--- config.mk ---
export PLATFORM = sky130hd
export DESIGN_NAME = bbccr_regs
export DESIGN_NICKNAME = d
export VERILOG_FILES = /design/src/rtl/bbccr_pkg.sv /design/src/rtl/bbccr_regs.sv /design/src/rtl/bbccr_vout_map.sv
export SDC_FILE = /design/constraint.sdc
export NUM_CORES = 1
export LEC_CHECK = 0
export BUFFER_PORTS_ARGS = -buffer_cell sky130_fd_sc_hd__buf_2
export CAP_MARGIN = 10
export CELL_PAD_IN_SITES_DETAIL_PLACEMENT = 2
export CELL_PAD_IN_SITES_GLOBAL_PLACEMENT = 2
export CORE_ASPECT_RATIO = 1.25
export CORE_MARGIN = 5
export CORE_UTILIZATION = 26
export CTS_CLUSTER_SIZE = 20
export DETAILED_ROUTE_END_ITERATION = 8
export GPL_TIMING_DRIVEN = 0
export PLACE_DENSITY_LB_ADDON = 0.1
export SYNTH_ARGS = -nofsm -noshare
export SYNTH_HDL_FRONTEND = slang
export SYNTH_SLANG_ARGS = --single-unit
--- constraint.sdc ---
create_clock -name clock -period 3.1 [get_ports clock]
set_clock_uncertainty 0.15 [all_clocks]
set_input_delay 0 -clock clock [delete_from_list [all_inputs] [get_ports clock]]
set_output_delay 0 -clock clock [all_outputs]
set_load 0.02 [all_outputs]
--- src/rtl/bbccr_pkg.sv ---
package bbccr_pkg;

   // ****************************************************************
   // APB address map
   // ****************************************************************
   localparam int          APB_ADDR_W     = 12;
   localparam int          APB_DATA_W     = 32;
   // Printed offsets are register indices; byte address is four times that
   localparam logic [7:0]  IDX_FIRST_CFG  = 8'h2c;
   localparam logic [7:0]  IDX_SECOND_TV  = 8'h2d;
   localparam logic [7:0]  IDX_STATUS     = 8'h30;
   localparam logic [11:0] ADDR_FIRST_CFG = {2'b00, IDX_FIRST_CFG, 2'b00};
   localparam logic [11:0] ADDR_SECOND_TV = {2'b00, IDX_SECOND_TV, 2'b00};
   localparam logic [11:0] ADDR_STATUS    = {2'b00, IDX_STATUS, 2'b00};
   localparam logic [31:0] READ_ZERO      = 32'h0000_0000;

   // ****************************************************************
   // First output config field positions
   // ****************************************************************
   localparam int          MODE_MSB       = 7;
   localparam int          MODE_LSB       = 6;
   localparam int          ILIM_MSB       = 5;
   localparam int          ILIM_LSB       = 4;
   localparam int          DISCH_BIT      = 3;
   localparam int          EN_MSB         = 2;
   localparam int          EN_LSB         = 0;
   localparam int          EN_FORCED_BIT  = 2;
   localparam int          EN_FORCE_ON    = 1;

   // ****************************************************************
   // Status register field positions
   // ****************************************************************
   localparam int          STAT_ON_BIT    = 0;
   localparam int          STAT_DISCH_BIT = 1;
   localparam int          STAT_SAT_BIT   = 2;
   localparam int          STAT_FORCE_BIT = 3;

   // ****************************************************************
   // Decode values
   // ****************************************************************
   localparam logic [9:0]  ILIM_MA_CODE0  = 10'h3e8;
   localparam logic [9:0]  ILIM_MA_CODE1  = 10'h2ee;
   localparam logic [9:0]  ILIM_MA_CODE2  = 10'h1f4;
   localparam logic [9:0]  ILIM_MA_CODE3  = 10'h14d;
   localparam logic [12:0] VOUT_BASE_MV   = 13'h01f4;
   localparam logic [12:0] VOUT_STEP_MV   = 13'h0019;
   localparam logic [12:0] VOUT_MAX_MV    = 13'h157c;
   localparam logic [7:0]  VOUT_SAT_CODE  = 8'hc8;

   // ****************************************************************
   // Reset
   // ****************************************************************
   // Reset must cover the two-flop sync of the factory defaults
   localparam int          RST_HOLD_CYCLES = 3;

   typedef enum logic [1:0] {
      MODE_AUTO      = 2'b00,
      MODE_BUCK      = 2'b01,
      MODE_BOOST     = 2'b10,
      MODE_BUCKBOOST = 2'b11
   } bbccr_mode_t;

   typedef enum logic {
      BUS_IDLE = 1'b0,
      BUS_ACK  = 1'b1
   } bbccr_bus_t;

endpackage : bbccr_pkg

--- src/rtl/bbccr_regs.sv ---
// Behaviour
// RQ1 - Bits 7:6 of the first output config pick automatic, buck, boost or buck-boost mode.
// RQ2 - Bits 5:4 pick the first output peak current limit of 1000, 750, 500 or 333 mA.
// RQ3 - With discharge bit 3 clear, no discharge load is applied while the first output is off.
// RQ4 - With discharge bit 3 set, the discharge resistor is switched on while the output is off.
// RQ5 - Enable codes 0 to 3 place the first output in power sequencer slots 0 to 3.
// RQ6 - Enable codes 4 and 5 force the first output off, codes 6 and 7 force it on.
// RQ7 - Software sets the bias to normal power before it enables the buck-boost output.
// RQ8 - Software may return the bias to low power once the output is enabled.
// RQ9 - The second output target code maps to 500 mV plus 25 mV per step.
// RQ10 - Codes 0xC8 to 0xFF all give the 5500 mV maximum.
// RQ11 - Both registers are read-write and reset to factory programmed values.
`timescale 1ns/1ps
`default_nettype none
module bbccr_regs (
   input  wire logic                     clock,
   input  wire logic                     sys_rst,
   input  wire logic                     psel,
   input  wire logic                     penable,
   input  wire logic                     pwrite,
   input  wire logic [bbccr_pkg::APB_ADDR_W-1:0] paddr,
   input  wire logic [bbccr_pkg::APB_DATA_W-1:0] pwdata,
   input  wire logic [3:0]               pstrb,
   output logic      [bbccr_pkg::APB_DATA_W-1:0] prdata,
   output logic                          pready,
   output logic                          pslverr,
   input  wire logic [7:0]               otpFirstCfg,
   input  wire logic [7:0]               otpSecondTv,
   input  wire logic [3:0]               seqSlotOn,
   output bbccr_pkg::bbccr_mode_t        conversionModeSelect,
   output logic      [1:0]               firstOutputPeakCurrentLimit,
   output logic      [9:0]               firstOutputPeakLimitMa,
   output logic                          firstOutputDischargeEnable,
   output logic      [2:0]               firstOutputEnableSlot,
   output logic                          firstOutputOn,
   output logic                          firstOutputDischargeOn,
   output logic      [7:0]               secondOutputTargetVoltage,
   output logic      [12:0]              secondOutputTargetMv,
   output logic                          secondOutputSaturated
);
   import bbccr_pkg::*;

   // ****************************************************************
   // Declarations
   // ****************************************************************
   logic [7:0]  otpCfgMeta_reg;
   logic [7:0]  otpCfgSync_reg;
   logic [7:0]  otpTvMeta_reg;
   logic [7:0]  otpTvSync_reg;

   bbccr_bus_t  busState_reg;
   bbccr_bus_t  busState_next;
   logic [31:0] prdata_reg;
   logic [31:0] prdata_next;
   logic        pready_reg;
   logic        pready_next;
   logic        pslverr_reg;
   logic        pslverr_next;

   logic [7:0]  firstCfg_reg;
   logic [7:0]  firstCfg_next;
   logic [7:0]  secondTv_reg;
   logic [7:0]  secondTv_next;

   logic        firstOn_reg;
   logic        firstOn_next;
   logic        dischargeOn_reg;
   logic        dischargeOn_next;
   logic [9:0]  peakLimitMa_reg;
   logic [9:0]  peakLimitMa_next;
   bbccr_mode_t mode_reg;
   bbccr_mode_t mode_next;

   logic        hitCfg;
   logic        hitTv;
   logic        hitStatus;
   logic        hitAny;
   logic [7:0]  statusByte;
   logic [7:0]  readByte;
   logic [12:0] targetMv;
   logic        saturated;

   // ****************************************************************
   // Factory default synchronisers
   // ****************************************************************
   // The defaults are static straps but arrive from outside the clock,
   // so they cross two flops before reset loads them
   always_ff @(posedge clock) begin
      otpCfgMeta_reg <= otpFirstCfg;
      otpCfgSync_reg <= otpCfgMeta_reg;
      otpTvMeta_reg  <= otpSecondTv;
      otpTvSync_reg  <= otpTvMeta_reg;
   end

   // ****************************************************************
   // Address decode
   // ****************************************************************
   always_comb begin
      hitCfg    = 1'b0;
      hitTv     = 1'b0;
      hitStatus = 1'b0;
      if (paddr == ADDR_FIRST_CFG) begin
         hitCfg = 1'b1;
      end else if (paddr == ADDR_SECOND_TV) begin
         hitTv = 1'b1;
      end else if (paddr == ADDR_STATUS) begin
         hitStatus = 1'b1;
      end
      hitAny = hitCfg | hitTv | hitStatus;
   end

   always_comb begin
      statusByte                 = 8'h00;
      statusByte[STAT_ON_BIT]    = firstOn_reg;
      statusByte[STAT_DISCH_BIT] = dischargeOn_reg;
      statusByte[STAT_SAT_BIT]   = saturated;
      statusByte[STAT_FORCE_BIT] = firstCfg_reg[EN_FORCED_BIT];
      if (hitCfg) begin
         readByte = firstCfg_reg;    // see RQ11
      end else if (hitTv) begin
         readByte = secondTv_reg;    // see RQ11
      end else if (hitStatus) begin
         readByte = statusByte;
      end else begin
         readByte = 8'h00;
      end
   end

   // ****************************************************************
   // APB slave and register writes
   // ****************************************************************
   // One wait state: the answer is registered so every output is a flop
   always_comb begin
      busState_next = busState_reg;
      prdata_next   = prdata_reg;
      pready_next   = 1'b0;
      pslverr_next  = 1'b0;
      firstCfg_next = firstCfg_reg;
      secondTv_next = secondTv_reg;
      case (busState_reg)
         BUS_IDLE: begin
            if (psel && penable) begin
               busState_next = BUS_ACK;
               pready_next   = 1'b1;
               pslverr_next  = ~hitAny;
               if (!pwrite && hitAny) begin
                  prdata_next = {24'h00_0000, readByte};
               end else begin
                  prdata_next = READ_ZERO;
               end
            end
         end
         BUS_ACK: begin
            busState_next = BUS_IDLE;
            // Write lands at the edge that samples pready high
            if (psel && penable && pwrite && pstrb[0]) begin
               if (hitCfg) begin
                  firstCfg_next = pwdata[7:0];    // see RQ11
               end else if (hitTv) begin
                  secondTv_next = pwdata[7:0];    // see RQ11
               end
            end
         end
         default: begin
            busState_next = BUS_IDLE;
         end
      endcase
   end

   always_ff @(posedge clock) begin
      if (sys_rst) begin
         busState_reg <= BUS_IDLE;
         prdata_reg   <= READ_ZERO;
         pready_reg   <= 1'b0;
         pslverr_reg  <= 1'b0;
         // Factory values, not constants; reset must outlast the sync chain
         firstCfg_reg <= otpCfgSync_reg;    // see RQ11
         secondTv_reg <= otpTvSync_reg;     // see RQ11
      end else begin
         busState_reg <= busState_next;
         prdata_reg   <= prdata_next;
         pready_reg   <= pready_next;
         pslverr_reg  <= pslverr_next;
         firstCfg_reg <= firstCfg_next;
         secondTv_reg <= secondTv_next;
      end
   end

   // ****************************************************************
   // First output decode
   // ****************************************************************
   always_comb begin
      mode_next = bbccr_mode_t'(firstCfg_reg[MODE_MSB:MODE_LSB]);    // see RQ1
      case (firstCfg_reg[ILIM_MSB:ILIM_LSB])
         2'b00:   peakLimitMa_next = ILIM_MA_CODE0;    // see RQ2
         2'b01:   peakLimitMa_next = ILIM_MA_CODE1;    // see RQ2
         2'b10:   peakLimitMa_next = ILIM_MA_CODE2;    // see RQ2
         default: peakLimitMa_next = ILIM_MA_CODE3;    // see RQ2
      endcase
      if (firstCfg_reg[EN_FORCED_BIT]) begin
         // Forced codes ignore the sequencer entirely
         firstOn_next = firstCfg_reg[EN_FORCE_ON];    // see RQ6
      end else begin
         firstOn_next = seqSlotOn[firstCfg_reg[EN_FORCE_ON:EN_LSB]];    // see RQ5
      end
      // Discharge only while off, and only if enabled
      dischargeOn_next = firstCfg_reg[DISCH_BIT] & ~firstOn_next;    // see RQ3 see RQ4
   end

   always_ff @(posedge clock) begin
      if (sys_rst) begin
         mode_reg        <= MODE_AUTO;
         peakLimitMa_reg <= ILIM_MA_CODE0;
         firstOn_reg     <= 1'b0;
         dischargeOn_reg <= 1'b0;
      end else begin
         mode_reg        <= mode_next;
         peakLimitMa_reg <= peakLimitMa_next;
         firstOn_reg     <= firstOn_next;
         dischargeOn_reg <= dischargeOn_next;
      end
   end

   // ****************************************************************
   // Second output voltage map
   // ****************************************************************
   bbccr_vout_map u_vout_map (
      .clock      (clock),
      .sys_rst    (sys_rst),
      .targetCode (secondTv_reg),
      .targetMv   (targetMv),
      .saturated  (saturated)
   );

   // ****************************************************************
   // Outputs
   // ****************************************************************
   assign prdata                      = prdata_reg;
   assign pready                      = pready_reg;
   assign pslverr                     = pslverr_reg;
   assign conversionModeSelect        = mode_reg;
   assign firstOutputPeakCurrentLimit = firstCfg_reg[ILIM_MSB:ILIM_LSB];
   assign firstOutputPeakLimitMa      = peakLimitMa_reg;
   assign firstOutputDischargeEnable  = firstCfg_reg[DISCH_BIT];
   assign firstOutputEnableSlot       = firstCfg_reg[EN_MSB:EN_LSB];
   assign firstOutputOn               = firstOn_reg;
   assign firstOutputDischargeOn      = dischargeOn_reg;
   assign secondOutputTargetVoltage   = secondTv_reg;
   assign secondOutputTargetMv        = targetMv;
   assign secondOutputSaturated       = saturated;

endmodule : bbccr_regs
`default_nettype wire

--- src/rtl/bbccr_vout_map.sv ---
`timescale 1ns/1ps
`default_nettype none
module bbccr_vout_map (
   input  wire logic        clock,
   input  wire logic        sys_rst,
   input  wire logic [7:0]  targetCode,
   output logic      [12:0] targetMv,
   output logic             saturated
);
   import bbccr_pkg::*;

   logic [12:0] targetMv_reg;
   logic [12:0] targetMv_next;
   logic        saturated_reg;
   logic        saturated_next;

   // ****************************************************************
   // Linear code to millivolt map
   // ****************************************************************
   always_comb begin
      saturated_next = (targetCode >= VOUT_SAT_CODE);   // see RQ10
      if (saturated_next) begin
         targetMv_next = VOUT_MAX_MV;                   // see RQ10
      end else begin
         // Product fits 13 bits for every 8-bit code; this branch sees only codes below saturation
         targetMv_next = VOUT_BASE_MV + 13'(targetCode) * VOUT_STEP_MV;   // see RQ9
      end
   end

   always_ff @(posedge clock) begin
      if (sys_rst) begin
         targetMv_reg  <= VOUT_BASE_MV;
         saturated_reg <= 1'b0;
      end else begin
         targetMv_reg  <= targetMv_next;
         saturated_reg <= saturated_next;
      end
   end

   assign targetMv  = targetMv_reg;
   assign saturated = saturated_reg;

endmodule : bbccr_vout_map
`default_nettype wire

Yosys cells after proc, flatten, opt, wreduce, memory -nomap -nowiden. Cells that the tools add are included. Widths: inputs -> output; s select.

Bits in registers: 111. Bits of input ports: 73. Output and inout bits: 76. Word-level logic and storage cells: 76.

Add/sub/neg operators: 1. $mul: 1. $lt $le $gt $ge: 2. Equal/unequal tests: 6. Multiplexer cells: 26. Bitwise logic cells: 7. Reduce and logical (&&, ||, !) cells: 16.

Operators with widths (number): $mux 8 (12); $eq 12x8->1 const B (3); $pmux 10 s3 (1); $add 9x13->13 const A (1); $mul 8x5->13 const B (1); $mux 13 (1); $mux 1 (9); $ge 8x8->1 const B (1); $reduce_bool 2->1 (4); $logic_and 1x1->1 (4); $mux 4 (1); $not 1->1 (4); $reduce_and 4->1 (1); $reduce_or 2->1 (2); $lt 2x3->1 const B (1); $reduce_and 3->1 (1); $reduce_or 3->1 (1); $bmux 1 s2 (1); $eq 2x1->1 const B (1); $eq 2x2->1 const B (1); $logic_not 2->1 (1); $ne 2x2->1 const B (1); $or 1x1->1 (2); $pmux 1 s2 (1); 3 further kinds (3).

Depth between registers and ports, before layout.
Depth after elaboration: 8. Depth in mapped cells: 11. Depth with buffers taken out: 11.

Cells and area by module. A second synthesis with hierarchy kept.

Cells, all modules: 345. Area total of the unflattened synthesis: 3669.8 µm².

Modules (own cells, without submodules): bbccr_regs (instances 1, cells each 219, area an instance 2441.1 µm², sequential area each 1561.5 µm²); bbccr_vout_map (instances 1, cells each 126, area an instance 1228.7 µm², sequential area each 280.3 µm²).

Worst setup path before layout. Ideal clock, no wire load.

Kind: register -> register. Start: register secondTv_reg[2], in the netlist secondOutputTargetVoltage[2]. End: register u_vout_map.targetMv_reg[12], in the netlist u_vout_map.targetMv[12]. Library setup time: 0.092 ns. Arrival: 3.036 ns. Data required time: 2.858 ns. Setup slack: -0.178 ns. Cell stages (with the launch flop): 11. Buffers on the path: 0. Period minus slack after synthesis: 3.278 ns. Cells stage by stage: edfxtp_1 inv_1 ha_1 inv_1 fa_1 ha_1 fa_1 a211oi_1 o21ai_0 o2111a_1 nor4_1.

Cells in the longest elaborated chain, start to end: 3. Elaborated cells on any way between the ends: 4. Classes of those cells: add/sub: 1; mul: 1; order compare: 1; mux: 1.

Ends and longest elaborated chain: from (decl) (RTL line bbccr_regs.sv:62) `logic [7:0] secondTv_reg;`; from (signal assigned) (RTL line bbccr_regs.sv:178) `secondTv_reg <= otpTvSync_reg;`; from (signal assigned) (RTL line bbccr_regs.sv:185) `secondTv_reg <= secondTv_next;`; $mul 8x5->13 (RTL line bbccr_vout_map.sv:26) `targetMv_next = VOUT_BASE_MV + 13'(targetCode) * VOUT_STEP_MV;`; $add 9x13->13 (RTL line bbccr_vout_map.sv:26); $mux 13 * (RTL line bbccr_vout_map.sv:22) `if (saturated_next) begin`; to (signal assigned) (RTL line bbccr_vout_map.sv:35) `targetMv_reg <= targetMv_next;`; to (decl) (RTL line bbccr_vout_map.sv:12) `logic [12:0] targetMv_reg;`.

Every way passes the cells marked *; elsewhere a longest branch is shown, timed or not. A chain may end at the register's enable or synchronous reset.

Final worst setup path.
Start: register secondTv_reg[1], in the netlist secondOutputTargetVoltage[1]. End: register u_vout_map.targetMv_reg[12], in the netlist u_vout_map.targetMv[12].

Same word-level chain as after synthesis.

==> flow_metrics.tcl <==
set metrics [dict create \
    status "finished, final reports clean" \
    synth-edff-count 16 \
    largest_reg_flops 13 \
    cts-root-buf "clkbuf_16" \
    synth_seq_cells 84 \
    syn-cell-area_um2 3581 \
    yosysWarnings 0 \
    final_common_cell "buf_2" \
    numCtsBuffers 9 \
    layout-drive-gt1-share 0.3444 \
    syn_avg_cell_area_um2 10.72 \
    setup_viol 0 \
    wl_per_cell_um 14.94 \
    finalSetupTns_ns 0 \
    place_ws_ns -0.2216 \
    syn2layout_area_growth_pct 45.00 \
    path_clk_slew_ns 0.06 \
    critPathLaunchType "flop" \
    vias 2901 \
    power.density_nw_per_um2 621.4 \
    final-max-slew-violation-count 0 \
    rsz0062_at_grt "true" \
    holdCritPathClass "input pin to flop" \
    grt_max_degree 16 \
    fin_crit_ns 3.060 \
    synthFlopType "dfxtp_1" \
    overflow 0 \
    postSynthCellCount 334 \
    hold_viol_final 0 \
    fmax_mhz 326.8 \
    die_h_um 141.2 \
    synth_cell_types 45 \
    drc 0 \
    io_pins 149 \
    dieArea_um2 16230 \
    slew_headroom 0.4815 \
    crit_required_ns 3.14 \
    setup_ws_ns 0.03972 \
    grt_pass1_vias 3296 \
    design_area_um2 5192 \
    post_dp_cell_area_um2 4382 \
    drt_iter0_markers 45 \
    arrival_ns 3.10 \
    switching_share 0.2774 \
    dp.cells 628 \
    path_max_fanout 4 \
    combPwrFrac 0.233 \
    net-switching-power_w 0.0008951 \
    p_clk_frac 0.383 \
    hpwl_um 8005 \
    grt_pass1_wl_um 16750 \
    vias_per_cell 4.229 \
    routed_wirelength_um 10250 \
    h-tree-depth 3 \
    yosysSeqAreaShare 0.5143 \
    worstSkewPairLatency_ns 0.33 \
    stdcell_count 686 \
    ir_drop_mv 0.3058 \
    async_reset_ff_frac 0 \
    fin_total_pwr_w 0.003227 \
    worstMarginPinSlew_ns 0.7711 \
    die_w_um 115.0 \
    post-route-period-util 0.9872 \
    cts.sinks 84 \
    first_pass_iters 3 \
    io_buffers 96 \
    p_leak_nw 2.549 \
    critPathCaptureType "flop" \
    gp_congestion 0.7681 \
    layout_common_cells "buf_2, dfxtp_1, nand2_1" \
    drv_cap 0 \
    cts.path.max_buffers 2 \
    critPathKind "flop to flop" \
    rows 48 \
    core-area_um2 13690 \
    num_antenna_cells 0 \
    cts_tree "yes" \
    fin_nets 615 \
    start_util 0.2615 \
    seq_power_share 0.384 \
    ant_nets 0 \
    grt_use_total 0.1328 \
    antenna_found_initial 0 \
    internal_power_w 0.002332 \
]
worst max-delay path, cell delays in order (launching register included):
cell and delay, ns:
edfxtp_1 0.43, inv_2 0.17, ha_4 0.22, inv_2 0.05
fa_1 0.44, ha_4 0.28, fa_2 0.40, a211oi_2 0.27
o21ai_2 0.11, nor4bb_1 0.30, nor4_1 0.08
cell usage after synthesis, drive strengths merged (2+ instances only):
cell type	instances	share of area
mux2i	7	0.020
conb	2	0.0021
nor4	2	0.0035
a211oi	4	0.0098
nand2b	4	0.0070
fa	4	0.022
and2	4	0.0070
o21ai	8	0.011
nor3	2	0.0028
nand2	47	0.049
nor3b	2	0.0042
xor2	2	0.0049
and3	2	0.0035
o31ai	2	0.0042
nor4b	2	0.0049
o2bb2ai	4	0.0098
a21o	7	0.015
or3	5	0.010
ha	32	0.11
nand3	3	0.0042
buf	33	0.067
nor2	8	0.0084
nor2b	4	0.0070
edfxtp	16	0.13
o211ai	2	0.0042
a32o	4	0.011
inv	26	0.027
dfxtp	68	0.38
clkbuf	5	0.0052
nand3b	3	0.0063
a21oi	9	0.013
xnor2	2	0.0049
cell families (layout without fill, tap and decap cells):
logic type / Yosys count / count (layout) / share of synthesized area
simple gates: 91 / 91 / 0.1279
flops: 84 / 84 / 0.5143
buf+inv: 64 / 218 / 0.09993
compound gates: 45 / 45 / 0.08910
fa+ha+maj: 36 / 36 / 0.1342
mux: 8 / 8 / 0.02271
xor+xnor: 4 / 4 / 0.009785
other cells: 2 / 25 / 0.002097
per-layer routing:
| layer | wire length [um] | part of all wire | track usage | vias up |
|---|---|---|---|---|
| li1 | - | - | - | 1417 |
| met2 | 6072 | 0.59 | 0.2613 | 58 |
| met5 | 0 | 0 | 0 | - |
| met3 | 447 | 0.044 | 0.03306 | 7 |
| met1 | 3609 | 0.35 | 0.1340 | 1419 |
| met4 | 117 | 0.011 | 0.03894 | 0 |
what timing repair did:
| action | CTS | global route |
|---|---|---|
| setup buffers | 6 | 4 |
| gates resized for setup | 5 | 9 |
| setup endpoints to repair | 4 | 3 |
| hold buffers | 32 | 0 |
| pin swaps | 2 | 11 |
| cloned | 0 | 0 |
| endpoints found under the hold margin | 44 | 0 |
power by group through the flow:
stage               clock network (W)  registers [W]  logic (W)
finish                        0.00124        0.00124   0.000752
detailed placement                  0        0.00127   0.000664
global route                  0.00133        0.00125   0.000843
global placement                    0        0.00127   0.000650
CTS                           0.00128        0.00124   0.000727
floorplan                           0        0.00133   0.000393
layout make-up:
type | count | area, um^2
multi-input combinational | 209 | 1550
timing repair buffer | 138 | 875.8
buffer | 38 | 260.3
clock buffer | 9 | 225.2
sequential | 84 | 1842
tap | 175 | 219.0
inverter | 26 | 97.59
clock inverter | 7 | 122.6
fill | 1508 | 8501
stage by stage:
step           utilization  hold WS (ns)
3_5_place_dp        0.3200      -0.04539
6_report            0.3792       0.01878
4_1_cts             0.3734       0.02903
5_1_grt             0.3792       0.02848
2_1_floorplan            -       -0.1223
3_3_place_gp        0.3200      -0.04550
path summary, 6_finish.rpt:
| path | start | end | slack [ns] | depth (start not counted) |
|---|---|---|---|---|
| hold reg to reg | otpTvMeta_reg[4] | otpTvSync_reg[4] | 0.18 | 0 |
| setup / recovery | secondOutputTargetVoltage[1] | u_vout_map.targetMv[12] | 0.04 | 10 |
| hold / removal | seqSlotOn[3] | firstOutputDischargeOn | 0.02 | 5 |
| setup reg to reg | secondOutputTargetVoltage[1] | u_vout_map.targetMv[12] | 0.04 | 10 |
Power figures use the tool's default switching activity.
